<file path="src/hw/serial_flash_program_link_consts.svh">
// constants for the serial programming link
// How it works
// - program mode needs select and boot pins high
// - clock pin high selects mode 1, low mode 2
// - mode 1 uses clock, in, out, busy
// - mode 2 leaves data in and out idle (out held high) and uses only the busy pin
// - bytes of eight bits, lsb first
// - mode 1 samples input on rising clock
// - mode 1 changes output on falling clock
// - busy low when ready, high at reception
// - busy high while transferring, erasing, programming
// - commands rejected until seven-byte id matches, unless flash is blank
// - only user rom area may be rewritten
// - mode 2 busy pin shows boot check
`ifndef SERIAL_FLASH_PROGRAM_LINK_CONSTS_SVH
`define SERIAL_FLASH_PROGRAM_LINK_CONSTS_SVH
`define BYTE_BITS      8
`define BIT_CNT_W      4
`define ID_LEN         7
`define ID_IDX_W       3
`define TXD_IDLE       1'b1
`define BUSY_RESET     1'b1
`define BIT_CNT_RESET  4'h0
`define BYTE_RESET     8'h00
`endif

</file>
<file path="src/hw/serial_flash_program_link_pkg.sv">
// types shared by the serial programming link
package serial_flash_program_link_pkg;
    typedef logic [7:0] byte_t;
    typedef enum logic {ID_WAIT, ID_OK} id_state_t;
endpackage

</file>
<file path="src/hw/link_shift_if.sv">
// bundle between link control and bit shifter
`timescale 1ns/10ps
`default_nettype none
interface link_shift_if;
    import serial_flash_program_link_pkg::*;
    logic  enable;
    logic  tx_load;
    byte_t tx_byte;
    logic  tx_active;
    logic  rx_active;
    logic  rx_done;
    byte_t rx_byte;
    logic  txd;
    modport ctrl    (output enable, tx_load, tx_byte,
                     input tx_active, rx_active, rx_done, rx_byte, txd);
    modport shifter (input enable, tx_load, tx_byte,
                     output tx_active, rx_active, rx_done, rx_byte, txd);
endinterface
`default_nettype wire

</file>
<file path="src/hw/link_bit_shifter.sv">
// clock-synchronous bit shifter for mode 1
`timescale 1ns/10ps
`default_nettype none
`include "serial_flash_program_link_consts.svh"
module link_bit_shifter (
    input  wire logic         clk,
    input  wire logic         nrst,
    input  wire logic         transfer_clock_pin,
    input  wire logic         serial_data_in,
    link_shift_if.shifter     lk
);
    import serial_flash_program_link_pkg::*;

    logic [1:0]            sclk_meta;
    logic                  sclk_s;
    logic                  sclk_d;
    logic                  rxd_meta;
    logic                  rxd_s;
    logic                  sclk_rise;
    logic                  sclk_fall;
    logic [3:0]            rx_cnt_reg, rx_cnt_next;
    byte_t                 rx_sh_reg, rx_sh_next;
    logic                  rx_done_reg, rx_done_next;
    byte_t                 rx_byte_reg, rx_byte_next;
    logic [3:0]            tx_cnt_reg, tx_cnt_next;
    byte_t                 tx_sh_reg, tx_sh_next;
    logic                  tx_act_reg, tx_act_next;
    logic                  txd_reg, txd_next;

    // two flops before any logic sees the pins
    always_ff @(posedge clk) begin
        sclk_meta <= {sclk_meta[0], transfer_clock_pin};
        rxd_meta  <= serial_data_in;
        rxd_s     <= rxd_meta;
        sclk_d    <= sclk_s;
    end
    assign sclk_s    = sclk_meta[1];
    assign sclk_rise = sclk_s & ~sclk_d;
    assign sclk_fall = ~sclk_s & sclk_d;

    always_comb begin
        rx_cnt_next  = rx_cnt_reg;
        rx_sh_next   = rx_sh_reg;
        rx_done_next = 1'b0;
        rx_byte_next = rx_byte_reg;
        tx_cnt_next  = tx_cnt_reg;
        tx_sh_next   = tx_sh_reg;
        tx_act_next  = tx_act_reg;
        txd_next     = txd_reg;
        if (!lk.enable) begin
            rx_cnt_next = `BIT_CNT_RESET;
            tx_cnt_next = `BIT_CNT_RESET;
            tx_act_next = 1'b0;
            txd_next    = `TXD_IDLE;
        end else begin
            if (sclk_rise) begin
                rx_sh_next = {rxd_s, rx_sh_reg[7:1]};
                if (rx_cnt_reg == 4'(`BYTE_BITS - 1)) begin
                    rx_cnt_next  = `BIT_CNT_RESET;
                    rx_done_next = 1'b1;
                    rx_byte_next = {rxd_s, rx_sh_reg[7:1]};
                end else begin
                    rx_cnt_next = rx_cnt_reg + 4'h1;
                end
                if (tx_act_reg && tx_cnt_reg == 4'(`BYTE_BITS))
                    tx_act_next = 1'b0;
            end
            if (lk.tx_load && !tx_act_reg) begin
                tx_sh_next  = lk.tx_byte;
                tx_cnt_next = `BIT_CNT_RESET;
                tx_act_next = 1'b1;
            end else if (sclk_fall && tx_act_reg &&
                         tx_cnt_reg != 4'(`BYTE_BITS)) begin
                txd_next    = tx_sh_reg[0];
                tx_sh_next  = {1'b0, tx_sh_reg[7:1]};
                tx_cnt_next = tx_cnt_reg + 4'h1;
            end
        end
    end

    always_ff @(posedge clk) begin
        if (!nrst) begin
            rx_cnt_reg  <= `BIT_CNT_RESET;
            rx_sh_reg   <= `BYTE_RESET;
            rx_done_reg <= 1'b0;
            rx_byte_reg <= `BYTE_RESET;
            tx_cnt_reg  <= `BIT_CNT_RESET;
            tx_sh_reg   <= `BYTE_RESET;
            tx_act_reg  <= 1'b0;
            txd_reg     <= `TXD_IDLE;
        end else begin
            rx_cnt_reg  <= rx_cnt_next;
            rx_sh_reg   <= rx_sh_next;
            rx_done_reg <= rx_done_next;
            rx_byte_reg <= rx_byte_next;
            tx_cnt_reg  <= tx_cnt_next;
            tx_sh_reg   <= tx_sh_next;
            tx_act_reg  <= tx_act_next;
            txd_reg     <= txd_next;
        end
    end

    assign lk.rx_active = lk.enable && (rx_cnt_reg != `BIT_CNT_RESET);
    assign lk.rx_done   = rx_done_reg;
    assign lk.rx_byte   = rx_byte_reg;
    assign lk.tx_active = tx_act_reg;
    assign lk.txd       = txd_reg;

    a_rx_on_rise: assert property (
        @(posedge clk) disable iff (!nrst)
        $rose(rx_done_reg) |-> $past(sclk_rise))
        else $error("byte completed without a rising clock edge");
    a_rx_lsb_first: assert property (
        @(posedge clk) disable iff (!nrst)
        rx_done_reg |-> rx_byte_reg[7] == $past(rxd_s))
        else $error("last sampled bit not in msb position");
    a_rx_eight_bits: assert property (
        @(posedge clk) disable iff (!nrst)
        (lk.enable && sclk_rise && rx_cnt_reg == 4'h7) |=> rx_done_reg)
        else $error("eighth rising edge did not complete a byte");
    a_tx_on_fall: assert property (
        @(posedge clk) disable iff (!nrst)
        (lk.enable && $past(lk.enable) && $changed(txd_reg))
            |-> $past(sclk_fall))
        else $error("data output changed away from falling edge");
    a_idle_high: assert property (
        @(posedge clk) disable iff (!nrst)
        !lk.enable |=> txd_reg)
        else $error("data output not idle high when disabled");
endmodule
`default_nettype wire

</file>
<file path="src/hw/serial_flash_program_link.sv">
// serial flash programming link, strap decode, id gate and busy
`timescale 1ns/10ps
`default_nettype none
`include "serial_flash_program_link_consts.svh"
module serial_flash_program_link (
    input  wire logic                                   clk,
    input  wire logic                                   nrst,
    input  wire logic                                   boot_mode_pin,
    input  wire logic                                   select_port_pin,
    input  wire logic                                   transfer_clock_pin,
    input  wire logic                                   serial_data_in,
    output var  logic                                   serial_data_out,
    output var  logic                                   busy_output_pin,
    input  wire logic                                   boot_check,
    input  wire logic                                   core_busy,
    input  wire logic                                   flash_blank,
    input  wire logic [55:0]                            id_stored,
    input  wire logic                                   id_byte_valid,
    input  wire serial_flash_program_link_pkg::byte_t   id_byte,
    input  wire logic                                   tx_load,
    input  wire serial_flash_program_link_pkg::byte_t   tx_byte,
    output var  logic                                   tx_ready,
    output var  serial_flash_program_link_pkg::byte_t   rx_byte,
    output var  logic                                   rx_valid,
    output var  logic                                   prog_mode,
    output var  logic                                   sync_mode,
    output var  logic                                   id_verified,
    input  wire logic                                   write_req,
    input  wire logic                                   target_user_rom,
    output var  logic                                   flash_write_en
);
    import serial_flash_program_link_pkg::*;

    logic [2:0]              strap_meta;
    logic [2:0]              strap_sync;
    logic                    strap_done_reg, strap_done_next;
    logic                    prog_reg, prog_next;
    logic                    sync_reg, sync_next;
    id_state_t               id_state_reg, id_state_next;
    logic [`ID_IDX_W-1:0]    id_idx_reg, id_idx_next;
    logic                    id_bad_reg, id_bad_next;
    logic                    busy_reg, busy_next;
    logic                    wen_reg, wen_next;
    logic                    id_hit;

    link_shift_if lk ();

    link_bit_shifter u_shifter (
        .clk                (clk),
        .nrst               (nrst),
        .transfer_clock_pin (transfer_clock_pin),
        .serial_data_in     (serial_data_in),
        .lk                 (lk.shifter)
    );

    function automatic byte_t id_slice(input logic [55:0] code,
                                       input logic [2:0]  idx);
        id_slice = code[{idx, 3'b000} +: 8];
    endfunction

    // strap pins pass two flops; index 0 select, 1 boot, 2 clock
    always_ff @(posedge clk) begin
        strap_meta <= {transfer_clock_pin, boot_mode_pin, select_port_pin};
        strap_sync <= strap_meta;
    end

    assign id_hit = (id_byte == id_slice(id_stored, id_idx_reg));

    always_comb begin
        strap_done_next = strap_done_reg;
        prog_next       = prog_reg;
        sync_next       = sync_reg;
        // levels caught once, on the first edge after reset release
        if (!strap_done_reg) begin
            strap_done_next = 1'b1;
            prog_next = strap_sync[0] & strap_sync[1];
            sync_next = strap_sync[2];
        end
    end

    always_comb begin
        id_state_next = id_state_reg;
        id_idx_next   = id_idx_reg;
        id_bad_next   = id_bad_reg;
        unique case (id_state_reg)
            ID_WAIT: begin
                if (flash_blank) begin
                    id_state_next = ID_OK;
                end else if (id_byte_valid) begin
                    // compare all seven before deciding
                    if (id_idx_reg == 3'(`ID_LEN - 1)) begin
                        id_idx_next = '0;
                        id_bad_next = 1'b0;
                        if (!id_bad_reg && id_hit)
                            id_state_next = ID_OK;
                    end else begin
                        id_idx_next = id_idx_reg + 3'h1;
                        id_bad_next = id_bad_reg | ~id_hit;
                    end
                end
            end
            ID_OK: id_state_next = ID_OK;
        endcase
    end

    always_comb begin
        if (!prog_reg) begin
            busy_next = `BUSY_RESET;
        end else if (sync_reg) begin
            busy_next = lk.rx_active | lk.tx_active | tx_load | core_busy;
        end else begin
            busy_next = boot_check;
        end
        wen_next = prog_reg & (id_state_reg == ID_OK) & write_req
                   & target_user_rom;
    end

    always_ff @(posedge clk) begin
        if (!nrst) begin
            strap_done_reg <= 1'b0;
            prog_reg       <= 1'b0;
            sync_reg       <= 1'b0;
            id_state_reg   <= ID_WAIT;
            id_idx_reg     <= '0;
            id_bad_reg     <= 1'b0;
            busy_reg       <= `BUSY_RESET;
            wen_reg        <= 1'b0;
        end else begin
            strap_done_reg <= strap_done_next;
            prog_reg       <= prog_next;
            sync_reg       <= sync_next;
            id_state_reg   <= id_state_next;
            id_idx_reg     <= id_idx_next;
            id_bad_reg     <= id_bad_next;
            busy_reg       <= busy_next;
            wen_reg        <= wen_next;
        end
    end

    assign lk.enable  = prog_reg & sync_reg;
    assign lk.tx_load = tx_load & tx_ready;
    assign lk.tx_byte = tx_byte;

    assign serial_data_out = lk.txd;
    assign busy_output_pin = busy_reg;
    assign tx_ready        = prog_reg & sync_reg & ~lk.tx_active;
    assign rx_byte         = lk.rx_byte;
    assign rx_valid        = lk.rx_done;
    assign prog_mode       = prog_reg;
    assign sync_mode       = sync_reg;
    assign id_verified     = (id_state_reg == ID_OK);
    assign flash_write_en  = wen_reg;

    a_strap_prog: assert property (
        @(posedge clk) disable iff (!nrst)
        $rose(strap_done_reg) |->
            prog_reg == $past(strap_sync[0] & strap_sync[1]))
        else $error("program mode not taken from select and boot straps");
    a_strap_mode: assert property (
        @(posedge clk) disable iff (!nrst)
        $rose(strap_done_reg) |-> sync_reg == $past(strap_sync[2]))
        else $error("mode not taken from clock strap");
    a_strap_hold: assert property (
        @(posedge clk) disable iff (!nrst)
        strap_done_reg && $past(strap_done_reg) |->
            $stable(prog_reg) && $stable(sync_reg))
        else $error("strap decode changed after release");
    a_busy_rx: assert property (
        @(posedge clk) disable iff (!nrst)
        (prog_reg && sync_reg && lk.rx_active) |=> busy_reg)
        else $error("busy not high during reception");
    a_busy_work: assert property (
        @(posedge clk) disable iff (!nrst)
        (prog_reg && sync_reg && (core_busy || lk.tx_active)) |=> busy_reg)
        else $error("busy not high while occupied");
    a_busy_ready: assert property (
        @(posedge clk) disable iff (!nrst)
        (prog_reg && sync_reg && !lk.rx_active && !lk.tx_active
         && !tx_load && !core_busy) |=> !busy_reg)
        else $error("busy not low when ready");
    a_busy_check: assert property (
        @(posedge clk) disable iff (!nrst)
        (prog_reg && !sync_reg) |=> busy_reg == $past(boot_check))
        else $error("mode 2 busy pin not showing boot check");
    a_id_gate: assert property (
        @(posedge clk) disable iff (!nrst)
        $rose(id_verified) |->
            $past(flash_blank) || ($past(id_byte_valid) && $past(id_hit)
            && !$past(id_bad_reg) && $past(id_idx_reg) == 3'h6))
        else $error("id accepted without seven matching bytes");
    a_id_sticky: assert property (
        @(posedge clk) disable iff (!nrst)
        id_verified |=> id_verified)
        else $error("id acceptance dropped without reset");
    a_id_locked: assert property (
        @(posedge clk) disable iff (!nrst)
        !id_verified |=> !flash_write_en)
        else $error("write enabled before id accepted");
    a_user_rom: assert property (
        @(posedge clk) disable iff (!nrst)
        flash_write_en |-> $past(target_user_rom) && $past(id_verified))
        else $error("write enabled outside user rom or before id");

    // mode 2 keeps the clocked shifter out of the way
    a_mode2_quiet: assert property (
        @(posedge clk) disable iff (!nrst)
        (prog_reg && !sync_reg) |-> !lk.rx_active && !lk.tx_active)
        else $error("shifter active in mode 2");
    a_mode2_txd: assert property (
        @(posedge clk) disable iff (!nrst)
        (prog_reg && !sync_reg) |-> serial_data_out)
        else $error("data output not idle high in mode 2");
    a_tx_in_mode: assert property (
        @(posedge clk) disable iff (!nrst)
        lk.tx_active |-> prog_reg && sync_reg)
        else $error("transmit active outside mode 1");
    a_rx_one_pulse: assert property (
        @(posedge clk) disable iff (!nrst)
        rx_valid |=> !rx_valid)
        else $error("byte complete pulse longer than one cycle");
endmodule
`default_nettype wire

</file>
<file path="config.mk">
export PLATFORM = sky130hd
export DESIGN_NAME = serial_flash_program_link
export DESIGN_NICKNAME = d
export VERILOG_FILES = /design/src/hw/serial_flash_program_link_pkg.sv /design/src/hw/link_shift_if.sv /design/src/hw/link_bit_shifter.sv /design/src/hw/serial_flash_program_link.sv
export VERILOG_INCLUDE_DIRS = /design/src /design/src/hw
export SDC_FILE = /design/constraint.sdc
export NUM_CORES = 1
export LEC_CHECK = 0
export ABC_CLOCK_PERIOD_IN_PS = 2640
export BUFFER_PORTS_ARGS = -buffer_cell sky130_fd_sc_hd__buf_4
export CORE_AREA = 2 2 76 78
export DETAILED_ROUTE_END_ITERATION = 16
export DIE_AREA = 0 0 78 80
export GPL_ROUTABILITY_DRIVEN = 0
export HOLD_SLACK_MARGIN = 0.1
export PLACE_DENSITY = 0.79
export SYNTH_ARGS = -nofsm -noshare
export SYNTH_HDL_FRONTEND = slang
export SYNTH_SLANG_ARGS = --single-unit
</file>
<file path="constraint.sdc">
create_clock -name clk -period 2.64 [get_ports clk]
set_clock_uncertainty 0.1 [all_clocks]
set_input_delay 0.132 -clock clk [delete_from_list [all_inputs] [get_ports clk]]
set_output_delay 0.132 -clock clk [all_outputs]
set_load 0.01 [all_outputs]
</file>
Word-level counts from Yosys, hierarchy flattened
Cells that the tools add are included.

Shift-type cells: 1. Multiplexer cells: 16. Eq/ne operators: 5. Bitwise operators: 22. Add/sub/neg operators: 3. Reductions and logical operators: 22.

Operators by type and width (count): 56-bit by 7-bit variable part select with 8-bit output (1); 8-bit two-way mux (2); 2-bit AND reduction (6); 1-bit two-way mux (11); 1-bit AND (9); 1-bit NOT (9); 3-bit AND reduction (3); 4-bit by 1-bit adder with 4-bit output (second input constant) (2); 8-bit equality test (1); 1-bit logical AND (6); 2-bit nonzero test (3); 4-bit by 3-bit equality test with 1-bit output (second input constant) (1); 4-bit equality test (second input constant) (1); 4-bit two-way mux (1); 4-bit != test (second input constant) (1); 1-bit OR (4); 4-bit nonzero test (1); 3-bit by 1-bit adder with 3-bit output (second input constant) (1); 3-bit equality test (second input constant) (1); 3-bit two-way mux (1); 3-bit OR reduction (1); 1-bit logical NOT (2); 1-bit one-hot mux with 2 select lines (1).

Register bits after elaboration: 56. Logic and storage cells: 91. Output and inout port bits: 16.

Longest topological paths before layout
Gate-level depths: netlist of run 1.

Depth in word-level cells: 8. Mapped depth: 10.

By module
A second synthesis of run 1 with hierarchy kept.

Cell total of the unflattened synthesis: 311. Area total of the unflattened synthesis: 2830.2 µm².

Modules (own cells, without submodules): link_bit_shifter (cells each 178, area each 1670.4 µm², instances 1); serial_flash_program_link (cells each 133, area each 1159.9 µm², instances 1).

Least setup slack after synthesis of run 1
OpenSTA, ideal clock, no wires.

Path type: flip-flop to flip-flop. Start point: register u_shifter.tx_cnt_reg[0]. End point: register u_shifter.tx_sh_reg[2]. Path slack: 0.666 ns. Setup time: 0.116 ns. Cell stages (with the launch flop): 11. Required time: 2.424 ns. Buffers on the path: 2. Arrival time: 1.757 ns. Path through: dfxtp_1 > inv_1 > ha_1 > nand3b_1 > and4b_1 > clkbuf_1 > nor2b_1 > buf_2 > mux2i_1 > nand2_1 > o211a_1.

Cells in the longest elaborated chain, start to end: 4.

Ends and longest elaborated chain: from (decl) (RTL line link_bit_shifter.sv:25) `logic [3:0] tx_cnt_reg, tx_cnt_next;`; from (signal assigned) (RTL line link_bit_shifter.sv:87) `` tx_cnt_reg <= `BIT_CNT_RESET; ``; from (signal assigned) (RTL line link_bit_shifter.sv:96) `tx_cnt_reg <= tx_cnt_next;`; 4-bit != test (RTL line link_bit_shifter.sv:73) `` tx_cnt_reg != 4'(`BYTE_BITS)) begin ``; 1-bit logical AND (RTL line link_bit_shifter.sv:72) `end else if (sclk_fall && tx_act_reg &&`; 2-bit nonzero test (no source line); 2-bit AND reduction (no source line); to (signal assigned) (RTL line link_bit_shifter.sv:88) `` tx_sh_reg <= `BYTE_RESET; ``; to (signal assigned) (RTL line link_bit_shifter.sv:97) `tx_sh_reg <= tx_sh_next;`; to (decl) (RTL line link_bit_shifter.sv:26) `byte_t tx_sh_reg, tx_sh_next;`.

No other way between the ends. A chain may end at the register's enable or synchronous reset.

Final worst setup path of run 1
Start point: register id_idx_reg[0]. End point: register id_state_reg, in the netlist id_verified.

Cells in the longest elaborated chain, start to end: 8.

Ends and longest elaborated chain: from (decl) (RTL line serial_flash_program_link.sv:40) `` logic [`ID_IDX_W-1:0] id_idx_reg, id_idx_next; ``; from (signal assigned) (RTL line serial_flash_program_link.sv:133) `id_idx_reg <= id_idx_next;`; 56-bit by 7-bit variable part select with 8-bit output (RTL line serial_flash_program_link.sv:58) `id_slice = code[{idx, 3'b000} +: 8];`; 8-bit equality test (RTL line serial_flash_program_link.sv:67) `assign id_hit = (id_byte == id_slice(id_stored, id_idx_reg));`; 1-bit logical AND (RTL line serial_flash_program_link.sv:94) `if (!id_bad_reg && id_hit)`; 1-bit two-way mux (RTL line serial_flash_program_link.sv:94); 1-bit two-way mux (*) (RTL line serial_flash_program_link.sv:91) `` if (id_idx_reg == 3'(`ID_LEN - 1)) begin ``; 1-bit two-way mux (*) (RTL line serial_flash_program_link.sv:89) `end else if (id_byte_valid) begin`; 1-bit two-way mux (*) (RTL line serial_flash_program_link.sv:87) `if (flash_blank) begin`; 1-bit one-hot mux with 2 select lines (*) (RTL line serial_flash_program_link.sv:85) `unique case (id_state_reg)`; to (signal assigned) (RTL line serial_flash_program_link.sv:132) `id_state_reg <= id_state_next;`; to (decl) (RTL line serial_flash_program_link.sv:39) `id_state_t id_state_reg, id_state_next;`.

Every way passes the cells marked *; elsewhere a longest branch is shown, timed or not.

==> reports/summary.txt, run 1 <==
Io pins = 101
NetSw = 0.000365 W
CP delay by family, top = flip-flops
Synth async-reset ratio = 0
Max Clk Rate = 458 MHz
Final Max Tran Viols = 0
Final Cycle Share = 0.827
CTS max path bufs = 2
Critical Path End Type = flop
DRT iter0 DRCs = 47
Commonest non-fill, non-tap cell in the layout = buf_4
DR pass1 iterations = 4
Total grt overflow = 0
Htree depth = 2
Combinational family with the most area after synthesis = simple AND/OR/NAND/NOR gates
Initial antenna violation count = 0
Die ar. = 6240 um^2
Maxcap violations = 0
Slew at the pin with the worst max-slew slack = 524 ps
Worst-path cell chain = buf_4 > mux2_2 > o22ai_1 > a221oi_1 > xnor2_1 > nand4_1 > o31ai_1
Sequential share of power = 0.536
Sum Neg Setup Slack = 0 ps
Post-synth EDFFs = 0
Final WL = 6120 um
Post-DP HPWL = 4640 um
Die width = 78 um
Slowest CP cell = dfxtp_1
VDD IR max = 0.390 mV
Seq/Total Area, Yosys = 0.410
TritonCTS buffer count = 5
Leakage Power = 1.47 nW
Die Y = 80 um
Adder-cell area share of the yosys netlist = 0.0193
Core area = 5410 um^2
Site row count = 27
Synth area leaders = dfxtp_1 (41%), mux2i_1 (10%), nand2_1 (5.5%), nor2b_1 (5.1%), mux2_2 (3.9%)
Synth Area in Compound Gates = 0.136
Routed Antenna Nets = 0
Type of origin of the critical path = flop
# port buffers = 100
Clk sinks = 53
Final net count = 485
Root Driver = clkbuf_8
Cell variety after synth = 40
Crit-path max FO = 19
Share of the synthesized area in the top cell type = 0.410
Routed length per placed instance = 13.0 um
Final Core Density = 0.686
Buf/Inv on CP = 1
Avg Synthesized Cell Area = 9.41 um^2
Hold Slack = 110 ps
Logic pwr share = 0.163
Clock Latency Late Sink = 300 ps
Final setup vio count = 0
Ratio of cells with drive above 1 in the final layout = 0.320
DR vias = 2375
Status = complete, no violations
Initial core utilization = 0.479
Number of antenna diodes = 0
Fin. Hold Viols = 0
Sw Ratio = 0.237
Largest net degree at the start of global routing = 36
Syn Nets = 364
Simple-Gate Fraction of Synth Area = 0.199
Post-Synth XOR/XNOR Area = 0.0401
Area of the mapped netlist = 2590 um^2
Crit path kind = flop to flop
CTS tree = yes
Synthesized flop and latch total = 53
Power density cells = 415 nW/um^2
Area grow syn2layout = 43.2%
Internal power = 0.00118 W
Minimum clock period = 2180 ps
Synth Flop Type = dfxtp_1
Drt drc = 0
WP data arrival = 2300 ps
Post-synthesis mux area share = 0.161
Crit-path max cell delay = 530 ps
Design area = 3710 um^2
Worst-path clk slew = 90 ps
Clk network pwr share = 0.301
Yosys warns = 0
Number of cells produced by synthesis = 275
First-pass GRT wire length = 10400 um
Hold crit path type = input port to flop
Most frequent cells in the layout = buf_4 (105), dfxtp_1 (53), nand2_1 (38)
Worst path required time = 2750 ps
Total global-route track usage = 0.205
Area after DPL = 3390 um^2
Synth area leader = dfxtp_1
Rel. slew slack = 0.650
RSZ-0062 raised after global routing = false
PostCTS Resize Cnt = 0
Vias in the first global route = 2460
Vias/cell = 5.06
## power groups by stage
stage               sequential (W)  clock, W  combinational (W)
floorplan                 0.000840         0           0.000112
global route              0.000829  0.000518           0.000271
detailed placement        0.000844         0           0.000226
CTS                       0.000826  0.000483           0.000251
global placement          0.000843         0           0.000223
finish                    0.000825  0.000464           0.000251
## layout make-up
type                       count  area [um^2]
clock buffer                   5         68.8
clock inverter                 3         26.3
fill                         438         1700
inverter                       4         15.0
multi-input combinational    205         1440
sequential                    53         1060
tap                           72         90.1
timing repair buffer         127         1010
## Yosys cell counts (all sizes together) (2+ instances only)
cell type / n
nand4b: 2
and2: 4
o211a: 3
nand3b: 4
nor2b: 21
nand3: 7
inv: 4
nand4: 3
nand2b: 2
o21ai: 10
xor2: 3
mux2i: 27
xnor2: 8
a221oi: 5
a22oi: 6
mux2: 9
buf: 7
ha: 4
clkbuf: 6
dfxtp: 53
nor2: 13
o22ai: 5
mux4: 2
nand2: 38
a21oi: 6
a21boi: 13
## metal layers
metal | part of all wire | track usage | up-vias
met5 | 0 | 0 | -
li1 | - | - | 1210
met4 | 0.011 | 0.0614 | 0
met1 | 0.41 | 0.223 | 1081
met3 | 0.055 | 0.0452 | 6
met2 | 0.52 | 0.397 | 78
## worst min-delay path, stage by stage
cell and delay (ps):
buf_4 80, a22oi_1 70, a21boi_0 180
## worst paths after layout
kind                                               end  depth (start not counted)  slack (ps)               start
worst min register to register         u_shifter.rxd_s                          0         240  u_shifter.rxd_meta
worst max-delay path                       id_verified                          7         460       id_idx_reg[0]
worst max register to register             id_verified                          7         460       id_idx_reg[0]
worst min-delay path            u_shifter.tx_sh_reg[5]                          3         110          tx_byte[5]
## per-stage QoR
step | power (W) | setup slack (ps) | instances
3_5_place_dp | 0.00107 | 480 | 439
5_1_grt | 0.00162 | 269 | 469
2_1_floorplan | 0.000952 | 666 | 275
3_3_place_gp | 0.00107 | 550 | 439
4_1_cts | 0.00156 | 457 | 469
6_report | 0.00154 | 456 | 469
## cell families (layout without fill, tap and decap cells)
kind of cell / count (synthesis) / count (layout)
AOI/OAI and AO/OA: 51 / 51
xor gates and xnor gates: 11 / 11
adders and majority gates: 4 / 4
buffers and inverters: 17 / 139
DFF: 53 / 53
muxes: 38 / 38
and+or+nand+nor: 101 / 101
## what timing repair did
action,4_1_cts,5_1_grt
hold buffers,22,0
setup endpoints to repair,0,0
hold endpoints to repair,14,0
setup buffers,0,0
(Power assumes the default switching activity.)
==> run 2: changes to the inputs <==
ABC_CLOCK_PERIOD_IN_PS = 2200   (was 2640)
clock period = 2.2 ns   (was 2.64 ns; I/O delays follow)
==> reports/summary.txt, run 2 (synthesis results as in run 1) <==
Crit path kind = flop to flop
Logic pwr share = 0.157 (-0.006)
RSZ-0062 raised after global routing = false
Setup Buffers After CTS = 0 (unchanged)
Ratio of cells with drive above 1 in the final layout = 0.328 (+0.00760)
Status = complete, no violations
Total grt overflow = 0 (unchanged)
Clk sinks = 53 (unchanged)
CTS max path bufs = 2 (unchanged)
Number of antenna diodes = 0 (unchanged)
Final setup vio count = 0 (unchanged)
# port buffers = 100 (unchanged)
Final WL = 6120 um (about the same)
Sw Ratio = 0.208 (-0.0287)
Die Y = 80 um (unchanged)
Maxcap violations = 0 (unchanged)
Total global-route track usage = 0.202 (-0.00333)
Vias/cell = 5.01 (-0.97%)
Initial antenna violation count = 0 (unchanged)
Rel. slew slack = 0.702 (+0.0519)
Drt drc = 0 (unchanged)
Critical Path End Type = flop
Routed length per placed instance = 13.0 um (-0.68%)
Sum Neg Setup Slack = 0 ps (unchanged)
Vias in the first global route = 2457 (-0.12%)
Root Driver = clkbuf_8
Worst R2R Start = id_idx_reg[0]
Leakage Power = 1.51 nW (+2.8%)
Minimum clock period = 2010 ps (-176 ps)
Hold crit path type = input port to flop
Largest net degree at the start of global routing = 36 (unchanged)
Worst path required time = 2310 ps (-440 ps)
Internal power = 0.00155 W (+32%)
Final Cycle Share = 0.913 (+0.0856)
Crit-path max FO = 18 (-1)
DR vias = 2367 (-0.34%)
Slew at the pin with the worst max-slew slack = 445 ps (-79.0 ps)
Final net count = 488 (+0.62%)
Max Clk Rate = 498 MHz (+8.7%)
Most frequent cells in the layout = buf_4 (108), dfxtp_1 (52), nand2_1 (38)
TritonCTS buffer count = 5 (unchanged)
Die ar. = 6240 um^2 (unchanged)
Clock Latency Late Sink = 290 ps (about the same)
NetSw = 0.000408 W (+12%)
First-pass GRT wire length = 10200 um (-2.3%)
Initial core utilization = 0.479 (unchanged)
WP data arrival = 2120 ps (-180 ps)
Routed Antenna Nets = 0 (unchanged)
Commonest non-fill, non-tap cell in the layout = buf_4
DRT iter0 DRCs = 71 (+51%)
Power density cells = 521 nW/um^2 (+25%)
CP Launch Point = id_idx_reg[0]
Site row count = 27 (unchanged)
Final Core Density = 0.696 (+0.0102)
Htree depth = 2 (unchanged)
Fin. Hold Viols = 0 (unchanged)
Io pins = 101 (unchanged)
Clk network pwr share = 0.339 (+0.038)
DR pass1 iterations = 4 (unchanged)
Final Max Tran Viols = 0 (unchanged)
HP Start = id_byte[3]
Type of origin of the critical path = flop
Die width = 78 um (unchanged)
Core area = 5410 um^2 (unchanged)
Worst-path clk slew = 90 ps (about the same)
Post-DP HPWL = 4650 um (+0.34%)
Area grow syn2layout = 45.3%
CTS tree = yes
Sequential share of power = 0.504 (-0.032)
VDD IR max = 0.427 mV (+9.5%)
==> run 2: worst max-delay path, stage by stage, from the launching register on <==
cell	delay, ps
dfxtp_2	360
buf_12	160
mux4_2	490
mux2_2	290
xnor2_2	110
nand4_1	130
o31ai_1	270
==> run 2: power by group through the flow <==
stage / logic (W) / registers [W] / clock network [W]
after floorplan: 0.000135 / 0.00101 / 0
after global placement: 0.000274 / 0.00101 / 0
after detailed placement: 0.000279 / 0.00101 / 0
after CTS: 0.000309 / 0.000988 / 0.000680
after global routing: 0.000336 / 0.000992 / 0.000721
final: 0.000309 / 0.000988 / 0.000664
==> run 2: final timing paths <==
| path | slack (ps) | to | cells after the start |
|---|---|---|---|
| setup / recovery | 190 | id_verified | 6 |
| hold / removal | 110 | id_verified | 4 |
| setup reg to reg | 190 | id_verified | 6 |
| hold reg to reg | 230 | u_shifter.rxd_s | 0 |
==> run 2: routing by layer <==
metal  GRT usage  share of wire
met5           0              0
met2       0.394           0.52
met3      0.0362          0.046
met4      0.0579          0.012
met1       0.222           0.42
==> run 2: stage by stage <==
stage          area, um^2  cells  worst slack (ps)  hold slack [ps]  power [W]
2_1_floorplan        2590    275               226             37.7    0.00114
3_3_place_gp         3430    443               219              116    0.00128
3_5_place_dp         3430    443               152              116    0.00129
4_1_cts              3760    472               119              108    0.00198
5_1_grt              3760    472              51.2              125    0.00205
6_report             3760    472               192              106    0.00196
==> run 2: final cells by class <==
cell class,count,area (um^2)
clock inverters,1,30.0
repair buffers,130,1040
well taps,72,90.1
multi-input cells,205,1440
flip-flops and latches,53,1060
inverters,4,15.0
fillers,441,1640
clock buffers,7,86.3
==> run 2: repair_timing <==
| item | CTS | global route |
|---|---|---|
| endpoints found under the setup margin | 0 | 2 |
| gates resized for setup | 0 | 1 |
| hold buffers | 21 | 0 |
| hold endpoints to repair | 16 | 0 |
==> run 3: changes to the inputs <==
ABC_CLOCK_PERIOD_IN_PS = 2000   (was 2200)
clock period = 2 ns   (was 2.2 ns; I/O delays follow)
==> reports/summary.txt, run 3 (synthesis results as in run 1) <==
Crit-path max FO = 7 (-11)
Final WL = 6830 um (+12%)
Routed Antenna Nets = 0 (unchanged)
Post-DP HPWL = 4880 um (+4.9%)
WHS Endpoint = strap_done_reg
Area grow syn2layout = 51.9%
Final net count = 499 (+2.3%)
Drt drc = 0 (unchanged)
TritonCTS buffer count = 5 (unchanged)
Routed length per placed instance = 14.2 um (+9.4%)
Root Driver = clkbuf_8
Slew at the pin with the worst max-slew slack = 460 ps (+15.4 ps)
DR pass1 iterations = 4 (unchanged)
DR vias = 2464 (+4.1%)
Crit path kind = flop to flop
Vias/cell = 5.11 (+1.9%)
First-pass GRT wire length = 10600 um (+4.6%)
VDD IR max = 0.605 mV (+42%)
Status = complete, no violations
Largest net degree at the start of global routing = 35 (-2.8%)
Htree depth = 2 (unchanged)
Clock Latency Late Sink = 300 ps (about the same)
Initial antenna violation count = 0 (unchanged)
Worst path required time = 2090 ps (-220 ps)
Final setup vio count = 0 (unchanged)
Minimum clock period = 1930 ps (-78.3 ps)
Final Cycle Share = 0.965 (+0.0521)
Hold Path Stages = 2 (-2)
Power, Total = 0.00208 W (+6.2%)
HP Start = nrst
Grt met2 use = 0.383 (-0.0112)
Non-filler cells, final = 482 (+2.1%)
Max Clk Rate = 518 MHz (+4.1%)
Die ar. = 6240 um^2 (unchanged)
Worst-path clk slew = 80 ps (about the same)
DRT iter0 DRCs = 61 (-14%)
Power density cells = 530 nW/um^2 (+1.6%)
Die Y = 80 um (unchanged)
Maxcap violations = 0 (unchanged)
Hold crit path type = input port to flop
Final Max Tran Viols = 0 (unchanged)
R2r setup slk = 70 ps (-120 ps)
Design area = 3930 um^2 (+4.5%)
Initial core utilization = 0.479 (unchanged)
Site row count = 27 (unchanged)
Core area = 5410 um^2 (unchanged)
Sum Neg Setup Slack = 0 ps (unchanged)
# port buffers = 100 (unchanged)
Pre-CTS setup slack = -72.9 ps (-225 ps)
Fillers = 400 (-9.3%)
Leakage Power = 1.58 nW (+4.8%)
Die width = 78 um (unchanged)
Fin. Hold Viols = 0 (unchanged)
GR Util met3 = 0.0498 (+0.0136)
Total global-route track usage = 0.213 (+0.0110)
Commonest non-fill, non-tap cell in the layout = buf_4
Area after DPL = 3460 um^2 (+0.66%)
Clk sinks = 53 (unchanged)
Setup WS post-layout = 69.9 ps (-122 ps)
WP data arrival = 2020 ps (-100 ps)
Number of antenna diodes = 0 (unchanged)
Worst R2R Path Depth = 7 (+1)
CTS tree = yes
CTS max path bufs = 2 (unchanged)
Worst R2R Start = id_idx_reg[0]
Critical Path End Type = flop
Ratio of cells with drive above 1 in the final layout = 0.363 (+0.0359)
Type of origin of the critical path = flop
Vias in the first global route = 2451 (-0.24%)
Io pins = 101 (unchanged)
Inst Count DP = 446 (+0.68%)
GRT busiest layer = met2
Most frequent cells in the layout = buf_4 (111), dfxtp_1 (49), nand2_1 (38)
Met1 Track Usage GR = 0.242 (+0.0194)
Rel. slew slack = 0.692 (-0.0103)
Total grt overflow = 0 (unchanged)
Worst reg2reg path endpoint = id_bad_reg
-- run 3: changes by cell type in the layout (fill, tap and decap cells not counted), moves of 3 or more --
cell / before / now
buf_4: 108 / 111
dlygate4sd3_1: 21 / 25
dfxtp_1: 52 / 49
o22ai_2: 0 / 3
o22ai_1: 5 / 2
-- run 3: timing repair --
| item | 4_1_cts | 5_1_grt |
|---|---|---|
| hold buffers | 25 | 0 |
| endpoints found under the hold margin | 16 | 0 |
| endpoints found under the setup margin | 2 | 3 |
| setup buffers | 0 | 3 |
| gates resized for setup | 1 | 15 |
| gates cloned | 0 | 1 |
| pin swaps | 0 | 5 |
-- run 3: report_power, final --
group          total (W)  internal [W]  switching (W)
combinational   0.000392      0.000261       0.000132
sequential       0.00109       0.00107      0.0000179
clock           0.000600      0.000274       0.000326
total            0.00208       0.00161       0.000475
-- run 3: final cells by class --
cell class,instances,area [um^2],area share
Clock buffer,6,82.6,0.0210
Clock inverter,1,7.51,0.00191
Inverter,4,15.0,0.00382
Tap cell,72,90.1,0.0229
Sequential cell,53,1070,0.272
Multi-Input combinational cell,205,1490,0.378
Timing Repair Buffer,141,1180,0.301
-- run 3: stage by stage --
stage / hold WS, ps / util
2_1_floorplan: 27.7 / -
3_3_place_gp: 106 / 0.640
3_5_place_dp: 106 / 0.640
4_1_cts: 118 / 0.703
5_1_grt: 126 / 0.728
6_report: 124 / 0.728
-- run 3: critical path, cell delays in order, from the launching register on --
cell      delay, ps
dfxtp_4         400
buf_8           150
buf_12          120
mux2i_1         110
a221oi_1        400
xnor2_1         180
nand4_1         140
o211a_1         240
-- run 3: how the worst max path moves through the flow --
stage	from	endpoint	slack, ps
3_5_place_dp	id_idx_reg[0]	id_bad_reg	-70
5_1_grt	id_idx_reg[0]	id_bad_reg	-90
2_1_floorplan	u_shifter.tx_cnt_reg[0]	u_shifter.tx_sh_reg[2]	30
6_report	id_idx_reg[0]	id_bad_reg	70
3_3_place_gp	id_idx_reg[0]	id_bad_reg	-10
4_1_cts	id_idx_reg[0]	id_bad_reg	30
-- run 3: routing by layer --
| metal | part of all wire | wire [um] |
|---|---|---|
| met1 | 0.40 | 2720 |
| met2 | 0.52 | 3580 |
| met3 | 0.051 | 347 |
| met4 | 0.027 | 184 |
| met5 | 0 | 0 |
